==> src/hdl/irq_ctl_map.vh <==
// Constants for the interrupt and exception control unit
`ifndef IRQ_CTL_MAP_VH
`define IRQ_CTL_MAP_VH

// ********************************
// Register offsets
// ********************************
`define OFS_CTRL        12'h000
`define OFS_FAST_ADDR   12'h004
`define OFS_STATUS      12'h008
`define OFS_LEVEL_BASE  12'h100
`define OFS_LEVEL_LAST  12'h2FC

// ********************************
// Control register fields
// ********************************
`define CTRL_FAST_EN_A  0
`define CTRL_DMA_SEL_A  1
`define CTRL_FAST_EN_B  2
`define CTRL_DMA_SEL_B  3

// ********************************
// Reset values and levels
// ********************************
`define RST_CTRL        4'h0
`define RST_FAST_ADDR   32'h0000_0000
`define FAST_LEVEL      3'h7
`define NUM_SRC         128

// ********************************
// Cause codes reported to the core
// ********************************
`define CAUSE_NONE      4'h0
`define CAUSE_UNDEF     4'h1
`define CAUSE_OVF       4'h2
`define CAUSE_BRK       4'h3
`define CAUSE_DBG       4'h4
`define CAUSE_SWI       4'h5
`define CAUSE_PIN       4'h6
`define CAUSE_WDOG      4'h7
`define CAUSE_OSC       4'h8
`define CAUSE_STEP      4'h9
`define CAUSE_PERIPH    4'hA
`define CAUSE_FAST      4'hB

`endif

==> src/hdl/irq_ctl.v <==
// Interrupt and exception control unit with fast interrupt path
// Function
// - Maskable requests blocked when global mask flag clear; priority by software level.
// - Non-maskable interrupts ignore the mask flag; priority is fixed.
// - Instruction-raised interrupts are non-maskable; five kinds exist.
// - Illegal-opcode trap instruction always raises the undefined-instruction interrupt.
// - Overflow trap raises interrupt only when overflow flag is 1.
// - Break trap instruction always raises the break interrupt.
// - Debug break raises its own interrupt, reserved for tools.
// - Numbered trap takes 0 to 255; 0 to 127 share peripheral handlers.
// - Traps 0 to 127 save stack-select flag, clear it, restore on return.
// - Traps 128 to 255 leave stack selection unchanged.
// - Falling edge on the external pin raises the pin interrupt.
// - Four special interrupts, all non-maskable: pin, watchdog, oscillator, single-step.
// - Watchdog timeout raises the watchdog special interrupt.
// - Oscillator stop detection raises its special interrupt.
// - Peripheral interrupts use vectors of trap numbers 0 to 127.
// - Any peripheral at level 7, the highest level, can be the fast interrupt when it wins arbitration.
// - Fast accept copies flags and pc to shadows, jumps to fast address.
// - Fast return restores flags and pc from the shadows.
`timescale 1ns/1ps
`default_nettype none
`include "irq_ctl_map.vh"

module irq_ctl (
  input  wire         pclk,
  input  wire         presetn,
  input  wire         clk_en,
  // APB slave
  input  wire         psel,
  input  wire         penable,
  input  wire         pwrite,
  input  wire [11:0]  paddr,
  input  wire [31:0]  pwdata,
  output wire         pready,
  output reg  [31:0]  prdata,
  output wire         pslverr,
  // Peripheral requests, same clock
  input  wire [127:0] periph_req,
  // Special sources
  input  wire         nmi_pin_n,
  input  wire         wdog_timeout,
  input  wire         osc_stop,
  input  wire         single_step,
  // Core side
  input  wire         exec_valid,
  input  wire         exec_illegal_opcode_trap,
  input  wire         exec_overflow_trap,
  input  wire         exec_break_trap,
  input  wire         exec_debug_break_trap,
  input  wire         exec_swi,
  input  wire [7:0]   exec_swi_num,
  input  wire         exec_fast_return,
  input  wire         exec_normal_return,
  input  wire         cpu_irq_mask_flag,
  input  wire         cpu_overflow_flag,
  input  wire [2:0]   cpu_prio_level,
  input  wire [31:0]  cpu_flags_word,
  input  wire [31:0]  cpu_pc,
  input  wire         cpu_stack_sel,
  input  wire         cpu_ready,
  output reg          take_valid,
  output reg  [3:0]   take_cause,
  output reg  [7:0]   take_vector,
  output reg          take_fast,
  output reg  [31:0]  take_target,
  output reg          take_stack_sel,
  output reg          ret_valid,
  output reg  [31:0]  ret_flags,
  output reg  [31:0]  ret_pc,
  output reg          ret_stack_sel,
  output reg  [127:0] periph_ack
);

  // ********************************
  // Functions
  // ********************************
  // Pending flag update; a new event wins over the clear
  function pend_next;
    input set;
    input q;
    input clr;
    begin
      pend_next = set | (q & ~clr);
    end
  endfunction

  function is_reg;
    input [11:0] a;
    input [11:0] o;
    begin
      is_reg = (a == o);
    end
  endfunction

  // ********************************
  // Registers
  // ********************************
  reg [3:0]   ctrl_q;
  reg [31:0]  fast_handler_addr_q;
  reg [2:0]   request_level_field [0:`NUM_SRC-1];
  reg [31:0]  saved_flags_shadow_q;
  reg [31:0]  saved_pc_shadow_q;
  reg         in_fast_q;
  reg [7:0]   stack_depth_q;
  reg [7:0]   saved_sel_q;
  reg         nmi_s1_q;
  reg         nmi_s2_q;
  reg         nmi_s3_q;
  reg         pin_pend_q;
  reg         wdog_pend_q;
  reg         osc_pend_q;
  reg         wdog_prev_q;
  reg         osc_prev_q;
  integer     i;
  integer     j;

  // ********************************
  // APB slave, zero wait state
  // ********************************
  wire wr_en = psel & penable & pwrite & clk_en;
  wire lvl_hit = (paddr >= `OFS_LEVEL_BASE) && (paddr <= `OFS_LEVEL_LAST)
                 && (paddr[1:0] == 2'b00);
  wire [6:0] lvl_idx = paddr[8:2] - 7'h40;
  wire mapped = is_reg(paddr, `OFS_CTRL) | is_reg(paddr, `OFS_FAST_ADDR)
                | is_reg(paddr, `OFS_STATUS) | lvl_hit;

  assign pready  = 1'b1;
  assign pslverr = psel & penable & ~mapped;

  wire fast_on = ctrl_q[`CTRL_FAST_EN_A] & ctrl_q[`CTRL_FAST_EN_B]
                 & ~ctrl_q[`CTRL_DMA_SEL_A] & ~ctrl_q[`CTRL_DMA_SEL_B];

  always @* begin
    prdata = 32'h0000_0000;
    if (is_reg(paddr, `OFS_CTRL))
      prdata = {28'h000_0000, ctrl_q};
    else if (is_reg(paddr, `OFS_FAST_ADDR))
      prdata = fast_handler_addr_q;
    else if (is_reg(paddr, `OFS_STATUS))
      prdata = {24'h00_0000, stack_depth_q[3:0], osc_pend_q, wdog_pend_q, pin_pend_q,
                in_fast_q};
    else if (lvl_hit)
      prdata = {29'h0000_0000, request_level_field[lvl_idx]};
  end

  always @(posedge pclk or negedge presetn) begin
    if (!presetn) begin
      ctrl_q              <= `RST_CTRL;
      fast_handler_addr_q <= `RST_FAST_ADDR;
      for (i = 0; i < `NUM_SRC; i = i + 1)
        request_level_field[i] <= 3'h0;
    end else if (wr_en) begin
      if (is_reg(paddr, `OFS_CTRL))
        ctrl_q <= pwdata[3:0];
      if (is_reg(paddr, `OFS_FAST_ADDR))
        fast_handler_addr_q <= pwdata;
      if (lvl_hit)
        request_level_field[lvl_idx] <= pwdata[2:0];
    end
  end

  // ********************************
  // Special source capture
  // ********************************
  wire pin_fall = nmi_s3_q & ~nmi_s2_q;
  wire wdog_rise = wdog_timeout & ~wdog_prev_q;
  wire osc_rise = osc_stop & ~osc_prev_q;

  // ********************************
  // Peripheral arbitration
  // ********************************
  reg [2:0] best_lvl;
  reg [6:0] best_idx;
  reg       best_ok;
  always @* begin
    best_lvl = 3'h0;
    best_idx = 7'h00;
    best_ok  = 1'b0;
    for (j = 0; j < `NUM_SRC; j = j + 1)
      if (periph_req[j] && request_level_field[j] != 3'h0
          && request_level_field[j] > best_lvl) begin
        best_lvl = request_level_field[j];
        best_idx = j[6:0];
        best_ok  = 1'b1;
      end
  end

  wire periph_go = best_ok & cpu_irq_mask_flag & (best_lvl > cpu_prio_level);
  wire fast_go = periph_go & fast_on & (best_lvl == `FAST_LEVEL) & ~in_fast_q;

  // ********************************
  // Acceptance, fixed priority
  // ********************************
  reg       acc;
  reg [3:0] cause;
  reg [7:0] vec;
  reg       use_fast;
  reg       swap_sel;
  always @* begin
    acc      = 1'b1;
    cause    = `CAUSE_NONE;
    vec      = 8'h00;
    use_fast = 1'b0;
    swap_sel = 1'b0;
    if (exec_valid && exec_illegal_opcode_trap)
      cause = `CAUSE_UNDEF;
    else if (exec_valid && exec_overflow_trap && cpu_overflow_flag)
      cause = `CAUSE_OVF;
    else if (exec_valid && exec_break_trap)
      cause = `CAUSE_BRK;
    else if (exec_valid && exec_debug_break_trap)
      cause = `CAUSE_DBG;
    else if (exec_valid && exec_swi) begin
      cause    = `CAUSE_SWI;
      vec      = exec_swi_num;
      swap_sel = ~exec_swi_num[7];
    end else if (pin_pend_q)
      cause = `CAUSE_PIN;
    else if (wdog_pend_q)
      cause = `CAUSE_WDOG;
    else if (osc_pend_q)
      cause = `CAUSE_OSC;
    else if (single_step)
      cause = `CAUSE_STEP;
    else if (fast_go) begin
      cause    = `CAUSE_FAST;
      vec      = {1'b0, best_idx};
      use_fast = 1'b1;
    end else if (periph_go) begin
      cause    = `CAUSE_PERIPH;
      vec      = {1'b0, best_idx};
      swap_sel = 1'b1;
    end else
      acc = 1'b0;
  end

  wire fire = acc & cpu_ready & clk_en;
  wire pop = exec_normal_return & cpu_ready & clk_en & ~fire;
  // Fast return outranks a normal return in the same cycle
  wire fret_go = exec_fast_return & in_fast_q & cpu_ready & clk_en & ~fire;
  wire pop_go = pop & ~fret_go;
  wire ack_go = fire & (cause == `CAUSE_FAST || cause == `CAUSE_PERIPH);

  // ********************************
  // Special source synchronisers and pending flags
  // ********************************
  always @(posedge pclk or negedge presetn) begin
    if (!presetn) begin
      nmi_s1_q    <= 1'b1;
      nmi_s2_q    <= 1'b1;
      nmi_s3_q    <= 1'b1;
      wdog_prev_q <= 1'b0;
      osc_prev_q  <= 1'b0;
      pin_pend_q  <= 1'b0;
      wdog_pend_q <= 1'b0;
      osc_pend_q  <= 1'b0;
    end else if (clk_en) begin
      nmi_s1_q    <= nmi_pin_n;
      nmi_s2_q    <= nmi_s1_q;
      nmi_s3_q    <= nmi_s2_q;
      wdog_prev_q <= wdog_timeout;
      osc_prev_q  <= osc_stop;
      pin_pend_q  <= pend_next(pin_fall, pin_pend_q, fire && cause == `CAUSE_PIN);
      wdog_pend_q <= pend_next(wdog_rise, wdog_pend_q, fire && cause == `CAUSE_WDOG);
      osc_pend_q  <= pend_next(osc_rise, osc_pend_q, fire && cause == `CAUSE_OSC);
    end
  end

  // ********************************
  // Fast path shadows
  // ********************************
  always @(posedge pclk or negedge presetn) begin
    if (!presetn) begin
      saved_flags_shadow_q <= 32'h0000_0000;
      saved_pc_shadow_q    <= 32'h0000_0000;
      in_fast_q            <= 1'b0;
    end else if (fire && use_fast) begin
      saved_flags_shadow_q <= cpu_flags_word;
      saved_pc_shadow_q    <= cpu_pc;
      in_fast_q            <= 1'b1;
    end else if (fret_go) begin
      in_fast_q            <= 1'b0;
    end
  end

  // ********************************
  // Stack-select save for the normal path
  // ********************************
  always @(posedge pclk or negedge presetn) begin
    if (!presetn) begin
      stack_depth_q <= 8'h00;
      saved_sel_q   <= 8'h00;
    end else if (fire && !use_fast) begin
      saved_sel_q   <= {saved_sel_q[6:0], cpu_stack_sel};
      stack_depth_q <= stack_depth_q + 8'h01;
    end else if (pop_go) begin
      saved_sel_q   <= {1'b0, saved_sel_q[7:1]};
      if (stack_depth_q != 8'h00)
        stack_depth_q <= stack_depth_q - 8'h01;
    end
  end

  // ********************************
  // Accept outputs to the core
  // ********************************
  always @(posedge pclk or negedge presetn) begin
    if (!presetn) begin
      take_valid     <= 1'b0;
      take_cause     <= `CAUSE_NONE;
      take_vector    <= 8'h00;
      take_fast      <= 1'b0;
      take_target    <= 32'h0000_0000;
      take_stack_sel <= 1'b0;
    end else if (clk_en) begin
      take_valid <= fire;
      if (fire) begin
        take_cause     <= cause;
        take_vector    <= vec;
        take_fast      <= use_fast;
        take_target    <= use_fast ? fast_handler_addr_q : 32'h0000_0000;
        take_stack_sel <= swap_sel ? 1'b0 : cpu_stack_sel;
      end
    end
  end

  // ********************************
  // Peripheral acknowledge
  // ********************************
  always @(posedge pclk or negedge presetn) begin
    if (!presetn) begin
      periph_ack <= 128'h0;
    end else if (clk_en) begin
      periph_ack <= 128'h0;
      if (ack_go)
        periph_ack[best_idx] <= 1'b1;
    end
  end

  // ********************************
  // Return outputs to the core
  // ********************************
  always @(posedge pclk or negedge presetn) begin
    if (!presetn) begin
      ret_valid     <= 1'b0;
      ret_flags     <= 32'h0000_0000;
      ret_pc        <= 32'h0000_0000;
      ret_stack_sel <= 1'b0;
    end else if (clk_en) begin
      ret_valid <= fret_go | pop_go;
      if (fret_go) begin
        ret_flags     <= saved_flags_shadow_q;
        ret_pc        <= saved_pc_shadow_q;
        ret_stack_sel <= cpu_stack_sel;
      end else if (pop_go) begin
        ret_flags     <= cpu_flags_word;
        ret_pc        <= cpu_pc;
        ret_stack_sel <= saved_sel_q[0];
      end
    end
  end

endmodule // irq_ctl
`default_nettype wire

==> config.mk <==
export PLATFORM = sky130hd
export DESIGN_NAME = irq_ctl
export DESIGN_NICKNAME = d
export VERILOG_FILES = /design/src/hdl/irq_ctl.v
export VERILOG_INCLUDE_DIRS = /design/src /design/src/hdl
export SDC_FILE = /design/constraint.sdc
export NUM_CORES = 2
export LEC_CHECK = 0
export BUFFER_PORTS_ARGS = -buffer_cell sky130_fd_sc_hd__buf_2
export CORE_MARGIN = 3
export CORE_UTILIZATION = 50
export CTS_CLUSTER_DIAMETER = 50
export CTS_CLUSTER_SIZE = 8
export DETAILED_ROUTE_END_ITERATION = 10
export PLACE_DENSITY = 0.69
export SYNTH_ARGS = -nofsm -noshare
export SYNTH_HDL_FRONTEND = slang
export SYNTH_SLANG_ARGS = --single-unit
==> constraint.sdc <==
create_clock -name pclk -period 206.9 [get_ports pclk]
set_clock_uncertainty 0.05 [all_clocks]
set_input_delay 0 -clock pclk [delete_from_list [all_inputs] [get_ports pclk]]
set_output_delay 0 -clock pclk [all_outputs]
set_load 0.02 [all_outputs]
==> results.tsv <==
stage	metric	value	unit
floorplan	die_x	331	µm
setup_path	cp_slowest_cell	or4b_2	
setup_path	critical_path_arrival	191.03	ns
floorplan	die_y	331	µm
yosys	synthesis.nets	6360	
global_route	grt_pass1_vias	49000	
flow_run	cap_violations	0	
pwr	p_sw	107	µW
clock_network	clkLatencyLatePin	0.76	ns
floorplan	start_util	0.507	
setup_path	cp_slowest_stage_delay	0.62	ns
clock_network	clk_path_buf_depth	3	
setup_path	worst-r2r-cell-count	976	
routing	drcViolationCount	0	
setup_path	cpMostUsedCell	nor2_1	
setup_path	required	207.52	ns
setup_path	critPathBufInv	21	
yosys	synth_enable_flop_cells	0	
placement	place_inst	7688	
setup_path	r2r_end	stack_depth_q[7]	
sta	hold_violations	0	
sta	worstMarginPinSlew	1.24	ns
floorplan	ioPinCount	544	
yosys	syn_area	0.0530	mm²
yosys	yosysUniqueCellTypes	123	
sta	fmax	0.00525	GHz
pwr	seq_power_share	0.390	
sta	fin_crit_sh	0.920	
status	status	complete, no violations	
routing	routed_wl	187	mm
sta	slew_headroom	0.171	
yosys	yosysWarnings	0	
clock_network	cts_tree	built	
global_route	grt_usage	0.326	
global_route	grt_pass1_wl	286	mm
sta	timing.hold.ws	0.0349	ns
sta	fin_crit	190.41	ns
setup_path	reg2reg_from	request_level_field[382]	
pwr	power_density	6.16	mW/mm²
setup_path	cp_max_fo	47	
routing	wl_per_cell	23.0	µm
routing	drt_iter0_markers	5066	
placement	gp_congestion	0.968	
layout	fin_nets	7058	
clock_network	htreeDepth	3	
layout	fin_cells	8127	
clock_network	clkTransAtPathRegs	0.05	ns
setup_path	crit_family	compound AO/OA/AOI/OAI gates	
floorplan	num_rows	118	
routing	viasPerCell	6.31	
routing	num_vias	51300	
pwr	vdd_drop_max	0.00872	mV
layout	fillers	8853	
hold_path	hold_class	in -> reg	
clock_network	cts_root_buffer	clkbuf_16	
layout	drive_gt1_frac	0.208	
yosys	yosysSeqAreaShare	0.354	
routing	dr.pass1.iters	8	
setup_path	worstSetupStartpoint	request_level_field[382]	
yosys	async_reset_ff_frac	1.00	
layout	syn_to_final_growth	18.9	%
yosys	avgSynthCellArea	8.91	µm²
setup_path	crit_end	stack_depth_q[7]	
sta	fin_tns_setup	0	ns
sta	setup_viol_count_final	0	
yosys	synth_seq_cells	750	
yosys	synth_cells	5948	
clock_network	clock-sinks	750	
global_route	gr-total-overflow	0	
setup_path	reg2reg_slack	16.49	ns
clock_network	numCtsBuffers	116	
placement	io_buffers	542	
pwr	clockPowerShare	0.467	
setup_path	path_depth	848	
floorplan	coreArea	0.104	mm²
setup_path	end_kind	flip-flop	
floorplan	die_area	0.110	mm²
global_route	antenna_found_initial	45	
setup_path	startpoint_type	flip-flop	
setup_path	worstSetupPathType	reg -> reg	
pwr	total_leakage_power	0.0293	µW
yosys	synth_flop_cell	dfrtp_1	
pwr	combPwrFrac	0.142	
global_route	grt_max_degree	162	
sta	maxSlewViolCount	0	
routing	ant_nets	0	
placement	dp_hpwl	133	mm
pwr	internal_power	281	µW
pwr	sw_frac_of_total	0.276	
Yosys cell counts (54+ instances only):
cell | number | area share
dfrtp_1 | 747 | 0.35
o211ai_1 | 90 | 0.013
o21a_1 | 104 | 0.015
clkbuf_1 | 174 | 0.012
o31ai_1 | 78 | 0.011
nand2_1 | 779 | 0.055
and2_1 | 105 | 0.012
a21o_1 | 54 | 0.0077
and3_1 | 54 | 0.0064
a31oi_1 | 93 | 0.011
nor3_1 | 105 | 0.0099
o22ai_1 | 148 | 0.017
mux2i_1 | 96 | 0.018
inv_1 | 414 | 0.029
o21ai_0 | 397 | 0.038
mux2_1 | 72 | 0.015
mux2_2 | 365 | 0.078
nor2_1 | 483 | 0.034
a21oi_1 | 276 | 0.026
nand3_1 | 151 | 0.014
mux4_2 | 123 | 0.052
ha_1 | 142 | 0.034
metal layers:
metal  global-route usage  wire length (µm)
met5                    0               108
met2                0.508             84500
met3               0.0655             15200
met1                0.429             76000
met4                0.174             10800
placed cells by master, fill, tap and decap left out, types with 23 or more instances in the layout:
cell,n
o22ai_1,148
buf_2,535
nor3_1,101
buf_4,50
a21o_1,54
o211ai_1,90
or2_2,39
a21boi_0,35
dlygate4sd3_1,212
nand2_1,779
o211a_1,35
nand2b_1,38
o21ai_1,48
maj3_1,47
or3_1,23
mux2_1,72
nor2b_1,31
and2_1,105
nor2_1,480
o21a_1,104
a21oi_1,271
a31oi_1,86
dfrtp_1,747
mux2_2,365
and3_1,54
a22oi_1,45
inv_1,414
clkbuf_16,117
o31ai_1,74
nand4_1,42
o21ai_0,388
mux4_2,123
ha_1,142
o221ai_1,39
a211oi_1,25
nand3_1,150
clkbuf_1,29
mux2i_1,96
diode_2,37
what timing repair did:
item                       4_1_cts  5_1_grt
hold endpoints to repair       416        0
hold buffers                   213        0
buffers inserted                 0        6
gates resized for setup          0       58
setup endpoints to repair        0      324
worst min-delay path by stage:
stage	startpoint	to	cells past startpoint
2_1_floorplan	presetn	ctrl_q[0]	0
3_3_place_gp	presetn	periph_ack[16]	1
3_5_place_dp	presetn	periph_ack[87]	1
4_1_cts	cpu_pc[17]	ret_pc[17]	4
5_1_grt	pwdata[7]	fast_handler_addr_q[7]	4
6_report	pwdata[7]	fast_handler_addr_q[7]	4
layout make-up:
class | instances | area, µm² | share of cell area
clock buffer | 158 | 3190 | 0.0506
inverter | 416 | 1560 | 0.0248
clock inverter | 24 | 379 | 0.00602
sequential | 750 | 18800 | 0.298
multi-input combinational | 4558 | 32000 | 0.508
tap | 1380 | 1730 | 0.0274
antenna | 37 | 92.6 | 0.00147
timing repair buffer | 804 | 5300 | 0.0841
flip-flops by register name, summed over array words and instances, names as in the netlist, 4 cells and up:
signal                count
saved_flags_shadow_q     32
ret_pc                   32
request_level_field     384
take_vector               8
periph_ack              128
stack_depth_q             8
saved_pc_shadow_q        32
take_target              32
fast_handler_addr_q      32
take_cause                4
saved_sel_q               8
ret_flags                32
ctrl_q                    4
power by group through the flow:
stage	sequential [µW]	clock, µW	combinational, µW
after floorplan	154	0	30.3
after global placement	154	0	49.0
after detailed placement	154	0	50.0
after CTS	151	184	53.8
after global routing	152	191	60.4
final	152	181	55.2
cells by family (layout without fill, tap and decap cells):
group / after synthesis / count (layout) / share of synthesized area
compound gates: 1766 / 1766 / 0.225
xor+xnor: 6 / 6 / 0.000992
fa+ha+maj: 190 / 190 / 0.0428
buf+inv: 640 / 1402 / 0.0468
flops: 750 / 750 / 0.354
mux: 657 / 657 / 0.164
other cells: 1 / 38 / 0.0000708
simple gates: 1938 / 1938 / 0.166
stage by stage:
stage | power [µW] | setup WS [ns] | utilization | area (µm²)
global placement | 203 | 17.19 | 0.545 | 56900
detailed placement | 204 | 12.61 | 0.545 | 56900
floorplan | 184 | 37.98 | - | 53000
global route | 403 | -0.193 | 0.603 | 63000
finish | 388 | 16.49 | 0.604 | 63000
CTS | 389 | 11.87 | 0.600 | 62600
worst register-to-register path, delay by kind of cell, from the launching register on:
kind / cells / cell delay, ns
flip-flops: 1 / 0.39
AND/OR/NAND/NOR: 354 / 50.42
buffers and inverters: 22 / 2.16
multiplexers: 27 / 8.60
AO/OA/AOI/OAI: 417 / 84.78
adder cells (fa/ha/maj): 156 / 43.98
(Power assumes the default switching activity.)
